`config.mk`:
```
export PLATFORM = sky130hd
export DESIGN_NAME = mirqc_top
export DESIGN_NICKNAME = d
export VERILOG_FILES = /design/src/inc/mirqc_pkg.sv /design/src/rtl/mirqc_top.sv
export VERILOG_INCLUDE_DIRS = /design/src /design/src/inc
export SDC_FILE = /design/constraint.sdc
export NUM_CORES = 1
export LEC_CHECK = 0
export ABC_CLOCK_PERIOD_IN_PS = 4210
export BUFFER_PORTS_ARGS = -buffer_cell sky130_fd_sc_hd__buf_2
export CORE_MARGIN = 5
export CORE_UTILIZATION = 49
export CTS_BUF_LIST = sky130_fd_sc_hd__clkbuf_2 sky130_fd_sc_hd__clkbuf_4 sky130_fd_sc_hd__clkbuf_8
export DETAILED_ROUTE_END_ITERATION = 16
export PLACE_DENSITY = 0.78
export SLEW_MARGIN = 10
export SYNTH_ARGS = -nofsm -noshare
export SYNTH_HDL_FRONTEND = slang
export SYNTH_SLANG_ARGS = --single-unit
```
`constraint.sdc`:
```
create_clock -name clk_sys_i -period 4.21 [get_ports clk_sys_i]
set_input_delay 0.421 -clock clk_sys_i [delete_from_list [all_inputs] [get_ports clk_sys_i]]
set_output_delay 0.421 -clock clk_sys_i [all_outputs]
set_load 0.01 [all_outputs]
```
`src/inc/mirqc_params.svh`:
```
`ifndef MIRQC_PARAMS_SVH
`define MIRQC_PARAMS_SVH
`define MIRQC_ADDR_W          9
`define MIRQC_OFS_CONTROL     9'h00b
`define MIRQC_OFS_CONTROL_HI  9'h08b
`define MIRQC_OFS_PFLAGS      9'h00c
`define MIRQC_OFS_PENABLES    9'h08c
`define MIRQC_OFS_PORT_SEL    9'h096
`define MIRQC_RST_CONTROL     8'h00
`define MIRQC_RST_PFLAGS      8'h00
`define MIRQC_RST_PENABLES    8'h00
`define MIRQC_RST_PORT_SEL    8'h00
`define MIRQC_BIT_MASTER      7
`define MIRQC_BIT_PGATE       6
`define MIRQC_BIT_T8_EN       5
`define MIRQC_BIT_EXT_EN      4
`define MIRQC_BIT_PC_EN       3
`define MIRQC_BIT_T8_FLAG     2
`define MIRQC_BIT_EXT_FLAG    1
`define MIRQC_BIT_PC_FLAG     0
`define MIRQC_VECTOR          13'h0004
`define MIRQC_PHASE_Q1        2'h0
`define MIRQC_PHASE_Q2        2'h1
`define MIRQC_PHASE_Q4        2'h3
`endif

```
`src/inc/mirqc_pkg.sv`:
```
package mirqc_pkg;
    typedef struct packed {
        logic eeprom_write;
        logic adc_done;
        logic capcomp;
        logic comparator_b;
        logic comparator_a;
        logic clock_fail;
        logic match_timer;
        logic timer16_ovf;
    } mirqc_periph_t;
    typedef struct packed {
        logic       take;
        logic [12:0] vector;
    } mirqc_vec_t;
    typedef enum logic [1:0] {
        MIRQC_RUN,
        MIRQC_SLEEP,
        MIRQC_WAKE_STEP
    } mirqc_state_t;
endpackage

```
`src/rtl/mirqc_top.sv`:
```
// Our own choice: strobed register access.
`include "mirqc_params.svh"
module mirqc_top (
    input  wire logic                   clk_sys_i,
    input  wire logic                   reset_i,
    input  wire logic [1:0]             q_phase_i,
    input  wire logic                   ext_pin_i,
    input  wire logic                   ext_edge_select_i,
    input  wire logic [7:0]             port_pins_i,
    input  wire logic                   port_read_i,
    input  wire logic                   timer8_ovf_i,
    input  wire mirqc_pkg::mirqc_periph_t periph_evt_i,
    input  wire logic                   instr_end_i,
    input  wire logic                   return_from_irq_instr_i,
    input  wire logic                   sleep_instr_i,
    input  wire logic [`MIRQC_ADDR_W-1:0] reg_addr_i,
    input  wire logic [7:0]             reg_wdata_i,
    input  wire logic                   reg_write_i,
    input  wire logic                   reg_read_i,
    output logic      [7:0]             reg_rdata_o,
    output logic                        core_irq_o,
    output logic                        stack_push_o,
    output mirqc_pkg::mirqc_vec_t       vector_o,
    output logic                        wake_o,
    output logic                        asleep_o
);
    ////////////////////////////////////////////////////////////////////////////////
    logic [7:0]              control_reg;
    logic [7:0]              pflags_reg;
    logic [7:0]              penables_reg;
    logic [7:0]              port_sel_reg;
    logic [1:0]              ext_sync_reg;
    logic                    ext_prev_reg;
    logic [7:0]              port_sync1_reg;
    logic [7:0]              port_sync2_reg;
    logic [7:0]              port_latch_reg;
    logic                    pending_reg;
    logic                    take;
    logic                    wake_req;
    mirqc_pkg::mirqc_state_t state_reg;
    logic                    ext_edge;
    logic                    port_change;
    logic                    wr_ctl;
    logic                    wr_pf;
    logic                    q41;

    function automatic logic hit(input logic [`MIRQC_ADDR_W-1:0] a,
                                 input logic [`MIRQC_ADDR_W-1:0] b);
        hit = (a == b);
    endfunction

    assign wr_ctl = reg_write_i && (hit(reg_addr_i, `MIRQC_OFS_CONTROL) ||
                                    hit(reg_addr_i, `MIRQC_OFS_CONTROL_HI));
    assign wr_pf  = reg_write_i && hit(reg_addr_i, `MIRQC_OFS_PFLAGS);
    ////////////////////////////////////////////////////////////////////////////////
    // pin synchronisers; first stage feeds only the second
    always_ff @(posedge clk_sys_i or posedge reset_i) begin
        if (reset_i) begin
            ext_sync_reg   <= 2'h0;
            ext_prev_reg   <= 1'b0;
            port_sync1_reg <= 8'h00;
            port_sync2_reg <= 8'h00;
        end else begin
            ext_sync_reg   <= {ext_sync_reg[0], ext_pin_i};
            ext_prev_reg   <= ext_sync_reg[1];
            port_sync1_reg <= port_pins_i;
            port_sync2_reg <= port_sync1_reg;
        end
    end

    // edge held in ext_hold_reg until a q4/q1 window lets it set the flag
    assign q41      = (q_phase_i == `MIRQC_PHASE_Q4) || (q_phase_i == `MIRQC_PHASE_Q1);
    assign ext_edge = ext_edge_select_i ? (ext_sync_reg[1] && !ext_prev_reg)
                                        : (!ext_sync_reg[1] && ext_prev_reg);

    // port latch reloads on a q2 read; a change meeting the read still sets the flag from the old latch
    always_ff @(posedge clk_sys_i or posedge reset_i) begin
        if (reset_i) begin
            port_latch_reg <= 8'h00;
        end else if (port_read_i && q_phase_i == `MIRQC_PHASE_Q2) begin
            port_latch_reg <= port_sync2_reg;
        end
    end
    assign port_change = |((port_sync2_reg ^ port_latch_reg) & port_sel_reg);

    logic ext_hold_reg;
    always_ff @(posedge clk_sys_i or posedge reset_i) begin
        if (reset_i) begin
            ext_hold_reg <= 1'b0;
        end else if (q41) begin
            ext_hold_reg <= 1'b0;
        end else if (ext_edge) begin
            ext_hold_reg <= 1'b1;
        end
    end
    ////////////////////////////////////////////////////////////////////////////////
    // control register; hardware sets win over software clears
    always_ff @(posedge clk_sys_i or posedge reset_i) begin
        if (reset_i) begin
            control_reg <= `MIRQC_RST_CONTROL;
        end else begin
            logic [7:0] n;
            n = wr_ctl ? reg_wdata_i : control_reg;
            if (take) begin
                n[`MIRQC_BIT_MASTER] = 1'b0;
            end
            if (return_from_irq_instr_i) begin
                n[`MIRQC_BIT_MASTER] = 1'b1;
            end
            if ((ext_edge || ext_hold_reg) && q41) begin
                n[`MIRQC_BIT_EXT_FLAG] = 1'b1;
            end
            if (timer8_ovf_i) begin
                n[`MIRQC_BIT_T8_FLAG] = 1'b1;
            end
            if (port_change) begin
                n[`MIRQC_BIT_PC_FLAG] = 1'b1;
            end
            control_reg <= n;
        end
    end

    always_ff @(posedge clk_sys_i or posedge reset_i) begin
        if (reset_i) begin
            pflags_reg <= `MIRQC_RST_PFLAGS;
        end else begin
            // events are or-ed in after the write so a clear never hides a new event
            pflags_reg <= (wr_pf ? reg_wdata_i : pflags_reg) | periph_evt_i;
        end
    end

    always_ff @(posedge clk_sys_i or posedge reset_i) begin
        if (reset_i) begin
            penables_reg <= `MIRQC_RST_PENABLES;
            port_sel_reg <= `MIRQC_RST_PORT_SEL;
        end else if (reg_write_i) begin
            if (hit(reg_addr_i, `MIRQC_OFS_PENABLES)) begin
                // per-pin change selects share this write path
                penables_reg <= reg_wdata_i;
            end else if (hit(reg_addr_i, `MIRQC_OFS_PORT_SEL)) begin
                port_sel_reg <= reg_wdata_i;
            end
        end
    end

    always_ff @(posedge clk_sys_i or posedge reset_i) begin
        if (reset_i) begin
            reg_rdata_o <= 8'h00;
        end else if (reg_read_i) begin
            if (hit(reg_addr_i, `MIRQC_OFS_CONTROL) || hit(reg_addr_i, `MIRQC_OFS_CONTROL_HI)) begin
                reg_rdata_o <= control_reg;
            end else if (hit(reg_addr_i, `MIRQC_OFS_PFLAGS)) begin
                reg_rdata_o <= pflags_reg;
            end else if (hit(reg_addr_i, `MIRQC_OFS_PENABLES)) begin
                reg_rdata_o <= penables_reg;
            end else if (hit(reg_addr_i, `MIRQC_OFS_PORT_SEL)) begin
                reg_rdata_o <= port_sel_reg;
            end else begin
                reg_rdata_o <= 8'h00;
            end
        end else begin
            reg_rdata_o <= 8'h00;
        end
    end
    ////////////////////////////////////////////////////////////////////////////////
    // request tree; flags stay set while blocked so nothing is lost
    assign pending_reg = (control_reg[`MIRQC_BIT_EXT_EN] && control_reg[`MIRQC_BIT_EXT_FLAG]) ||
                         (control_reg[`MIRQC_BIT_T8_EN] && control_reg[`MIRQC_BIT_T8_FLAG]) ||
                         (control_reg[`MIRQC_BIT_PC_EN] && control_reg[`MIRQC_BIT_PC_FLAG]) ||
                         (control_reg[`MIRQC_BIT_PGATE] && |(pflags_reg & penables_reg));
    assign wake_req    = pending_reg;
    assign core_irq_o  = control_reg[`MIRQC_BIT_MASTER] && pending_reg;
    // taken only at an instruction boundary, so a 2 cycle op delays the take until its end
    assign take = core_irq_o && instr_end_i && (state_reg != mirqc_pkg::MIRQC_SLEEP) &&
                  !wr_ctl;

    always_ff @(posedge clk_sys_i or posedge reset_i) begin
        if (reset_i) begin
            state_reg <= mirqc_pkg::MIRQC_RUN;
        end else begin
            case (state_reg)
                mirqc_pkg::MIRQC_RUN: begin
                    if (sleep_instr_i) begin
                        state_reg <= mirqc_pkg::MIRQC_SLEEP;
                    end
                end
                // sleep ends on any enabled flag, whatever the master enable says
                mirqc_pkg::MIRQC_SLEEP: begin
                    if (wake_req) begin
                        state_reg <= mirqc_pkg::MIRQC_WAKE_STEP;
                    end
                end
                mirqc_pkg::MIRQC_WAKE_STEP: begin
                    if (instr_end_i) begin
                        state_reg <= mirqc_pkg::MIRQC_RUN;
                    end
                end
                default: begin
                    state_reg <= mirqc_pkg::MIRQC_RUN;
                end
            endcase
        end
    end

    assign wake_o   = (state_reg == mirqc_pkg::MIRQC_SLEEP) && wake_req;
    assign asleep_o = (state_reg == mirqc_pkg::MIRQC_SLEEP);

    always_ff @(posedge clk_sys_i or posedge reset_i) begin
        if (reset_i) begin
            stack_push_o <= 1'b0;
            vector_o     <= '0;
        end else begin
            // one strobe per take; the core pushes its own return address
            stack_push_o    <= take;
            vector_o.take   <= take;
            vector_o.vector <= take ? `MIRQC_VECTOR : 13'h0000;
        end
    end
endmodule

```
# Word-level counts from Yosys, hierarchy flattened
# Index checks and enable logic that the tools add are counted.
classes:
  n_reduce_logical: 36
  eq_ne: 13
  n_bitwise: 5
  mux: 20
ops:
  columns: ["cell", "count"]
  rows:
  - ["2-to-1 mux 8 bit", 7]
  - ["== test 9 x 8 -> 1 bit, second input constant", 3]
  - ["== test 9 x 4 -> 1 bit, second input constant", 2]
  - ["bitwise AND 8 bit", 2]
  - ["OR reduction 8 bit", 2]
  - ["logical AND 1 bit", 15]
  - ["2-to-1 mux 1 bit", 8]
  - ["OR 8 bit", 1]
  - ["nonzero test 2 bit", 4]
  - ["XOR 8 bit", 1]
  - ["logical OR 1 bit", 6]
  - ["2-to-1 mux 2 bit", 3]
  - ["one-hot mux 2 bit (3 select lines)", 1]
  - ["AND reduction 3 bit", 2]
  - ["== test 2 x 1 -> 1 bit, second input constant", 2]
  - ["== test 2 bit, second input constant", 2]
  - ["zero test 2 bit", 2]
  - ["inequality test 2 x 1 -> 1 bit, second input constant", 2]
  - ["inequality test 2 bit, second input constant", 2]
  - ["zero test 1 bit", 3]
  - ["2-to-1 mux 3 bit", 1]
  - ["nonzero test 3 bit", 1]
  - ["AND reduction 2 bit", 1]
  - ["inverter 1 bit", 1]
totals:
  wordCells: 92
  output_inout_bits: 26
  register_bits: 74
  input_bits: 46

# Depth between registers and ports, before layout
depth:
  depth_word: 10
  ltp_mapped: 6
  ltp_nobuf: 4

# Worst setup path before layout
# No wires, ideal clock.
synth_path:
  kind: "input port to flip-flop"
  start: "input reg_addr_i[8]"
  end: "register pflags_reg[5]"
  path_slack_ps: 2214
  cell_stages: 6
  setup_ps: 122
  t_required_ps: 4088
  n_path_buf: 2
  arrival_time_ps: 1874
  path_cell_list: "or4b_4 -> or4_4 -> buf_6 -> buf_6 -> nor3_2 -> a21oi_1"
synth_via:
  elab_chain_len: 4
synth_lines:
  columns: ["element", "line_no", "rtl"]
  rows:
  - ["start, declared", "mirqc_top.sv:16", "input wire logic [`MIRQC_ADDR_W-1:0] reg_addr_i,"]
  - ["== test 9 x 4 -> 1 bit", "mirqc_top.sv:49", "hit = (a == b);"]
  - ["logical AND 1 bit", "mirqc_top.sv:54", "assign wr_pf = reg_write_i && hit(reg_addr_i, `MIRQC_OFS_PFLAGS);"]
  - ["2-to-1 mux 8 bit", "mirqc_top.sv:128", "pflags_reg <= (wr_pf ? reg_wdata_i : pflags_reg) | periph_evt_i;"]
  - ["OR 8 bit", "mirqc_top.sv:128", null]
  - ["end signal, assigned", "mirqc_top.sv:125", "pflags_reg <= `MIRQC_RST_PFLAGS;"]
  - ["end signal, assigned", "mirqc_top.sv:128", null]
  - ["end, declared", "mirqc_top.sv:29", "logic [7:0] pflags_reg;"]
# No other way between the ends.
# A chain may end at the register's enable or synchronous reset.

# Worst setup path in the final report
layout_path:
  start: "register pflags_reg[6]"
  end: "output wake_o"
layout_via:
  elab_chain_len: 5
layout_lines:
  columns: ["element", "line_no", "rtl"]
  rows:
  - ["bitwise AND 8 bit", "mirqc_top.sv:170", "(control_reg[`MIRQC_BIT_PGATE] && |(pflags_reg & penables_reg));"]
  - ["OR reduction 8 bit", "mirqc_top.sv:170", null]
  - ["logical AND 1 bit", "mirqc_top.sv:170", null]
  - ["logical OR 1 bit", "mirqc_top.sv:167", "assign pending_reg = (control_reg[`MIRQC_BIT_EXT_EN] && control_reg[`MIRQC_BIT_EXT_FLAG]) ||"]
  - ["logical AND 1 bit", "mirqc_top.sv:205", "assign wake_o = (state_reg == mirqc_pkg::MIRQC_SLEEP) && wake_req;"]
  - ["end, declared", "mirqc_top.sv:24", "output logic wake_o,"]
# No other way between the ends.

==> flow_summary.yaml <==
grt:
  antenna_found_initial: 0
  grt_pass1_wl_um: 9846
  grt-ovfl-total: 0
  grt_max_degree: 42
  grt_pass1_vias: 2018
  grt_use_total: 0.1679
yosys:
  seq_area_frac_synth: 0.5782
  synth_ff_type: "dfrtp_1"
  syn_area_per_cell_um2: 12.80
  synth_edf_count: 0
  ys_ff_latch: 71
  yosys-top-cells-area: "dfrtp_1, mux2_2, buf_4, xor2_1, a22o_1"
  synth.distinct_cells: 45
  yosysTopAreaCell: "dfrtp_1"
  synth_top_area_share: 0.5782
  synth_area_um2: 3073
  synthArstFlopShare: 1.000
  syn_inst: 240
  yosysWarnings: 0
floorplan:
  die_y_um: 89.19
  start_util: 0.5100
  die-area_um2: 7955
  core_area_um2: 6026
  dieWidth_um: 89.19
  io_pins: 72
  rows: 28
clock_network:
  cts_hold_repair.buffers: 0
  clkTransAtPathRegs_ns: 0.07
  cts-root-buf: "clkbuf_8"
  cts_tree: "yes"
  cts_buffer_depth: 2
  cts_setup_buffers: 0
  cts_max_level: 3
  cts.sinks: 71
  cts_buffers: 9
  cts_resized: 0
  clkLatencyLatePin_ns: 0.34
timing:
  tns_ns: 0
  finalCritPeriodShare: 0.5711
  setup_viol: 0
  rsz0062_at_grt: "no"
  post-route-min-period_ns: 2.404
  max_clock_freq_ghz: 0.4159
  tightest_slew_ns: 0.6491
  hold_viol_final: 0
  slew_violations: 0
  relSlewSlack: 0.5649
  finalClockSkew_ns: 0.003125
cells_and_area:
  area_growth_pct: 16.41
  layout_commonest_cell: "dfrtp_1"
  layout.nets: 351
  fillCellCount: 501
  final_cells: 384
  final_layout_size_suffix_gt1_frac: 0.3981
  final_cell_mix: "dfrtp_1, buf_2, mux2_2"
  antenna-diode-count: 0
status:
  status: "completed"
setup_path:
  timing.rr.start: "pflags_reg[6]"
  cp-startpoint: "pflags_reg[6]"
  critPathLaunchType: "flip-flop"
  cp.arrival_ns: 1.98
  r2r_slack_ns: 2.54
  required_ns: 3.79
  cp_max_fo: 5
  critPathKind: "reg2out"
  crit_path_end_kind: "output pin"
power_and_ir_drop:
  p_per_area_nw_per_um2: 405.2
  p_leak_nw: 1.709
  vdd_drop_max_v: 0.0002049
placed_design:
  portBuffers: 59
  dp.cells: 368
  gp_congestion: 0.8740
  hpwl_um: 4538
detailed_routing:
  dr.max_layer_used: "met4"
  avgRoutedWirePerCell_um: 16.18
  drc: 0
  wl_met2_um: 2957
  drt_iter0_drc: 121
  ant_nets: 0
  firstDrtPassIters: 4
  num_vias: 2058
  routed_via_density: 5.359
  met1Wirelength_um: 2633
  wl_met3_um: 490
  wl_um: 6213
min_path:
  hold_path_class: "in2async"
run:
  maxCapViolCount: 0
-- final timing paths --
path	end	cells past startpoint
max in group asynchronous	pflags_reg[6]	3
worst min-delay path	reg_rdata_o[5]	2
worst min register to register	port_sync2_reg[2]	0
worst max-delay path	wake_o	5
worst max register to register	state_reg[0]	4
min in group clk_sys_i	port_sync1_reg[3]	1
-- kinds of logic (layout without fill, tap and decap cells) --
family                     count (synthesis)  in the layout  synth area share
xor gates and xnor gates                   8              8           0.02280
adders and majority gates                  1              1          0.004071
DFF                                       71             71            0.5782
muxes                                     38             38            0.1384
other                                      1             12          0.001220
AOI/OAI and AO/OA                         40             40           0.09446
buffers and inverters                     25             83           0.05293
and+or+nand+nor                           56             56            0.1079
-- through the flow --
stage	total power, W	util	area, um^2	worst slack (ns)	hold slack (ns)
floorplan	0.0008579	-	3114	1.992	0.3312
global placement	0.0009033	0.5600	3374	2.077	0.3315
detailed placement	0.0009106	0.5600	3374	2.049	0.3347
CTS	0.001462	0.5936	3577	1.779	0.1669
global route	0.001519	0.5936	3577	1.688	0.1622
finish	0.001449	0.5936	3577	1.806	0.1455
-- final cells by class --
cell class	instances	area, um^2	area share
Inverter	7	26.28	0.007345
Clock inverter	3	42.54	0.01189
Sequential cell	71	1777	0.4967
Timing Repair Buffer	60	302.8	0.08464
Tap cell	75	93.84	0.02623
Multi-Input combinational cell	155	1175	0.3284
Clock buffer	13	160.2	0.04477
-- worst max-delay path, stage by stage, from the launching register on --
cell,delay [ns]
dfrtp_1,0.41
a22o_1,0.24
o41ai_1,0.52
and2_1,0.28
nor2_1,0.06
buf_2,0.14
-- layer usage --
layer,track usage,up-vias
met5,0,-
met4,0.07578,0
met3,0.05161,13
met2,0.2525,85
met1,0.2240,994
li1,-,966
-- Yosys cell counts, types with 2 or more instances --
master	number
a22o_1	7
mux2i_1	2
a21oi_1	9
a222oi_1	3
nor3_1	7
buf_4	14
nand2_1	11
a21boi_0	6
nor3_2	3
nor2_1	15
inv_1	7
mux2_2	36
nor2b_1	2
a22oi_1	6
xor2_1	8
dfrtp_1	71
o21ai_0	3
a221oi_1	2
buf_6	2
-- power by group --
group,switching [W],internal (W),leakage [nW]
logic,0.0000799,0.0000704,0.743
registers,0.0000246,0.000721,0.862
clock network,0.000244,0.000309,0.104
Note: power is estimated with default switching activity, not from simulation.
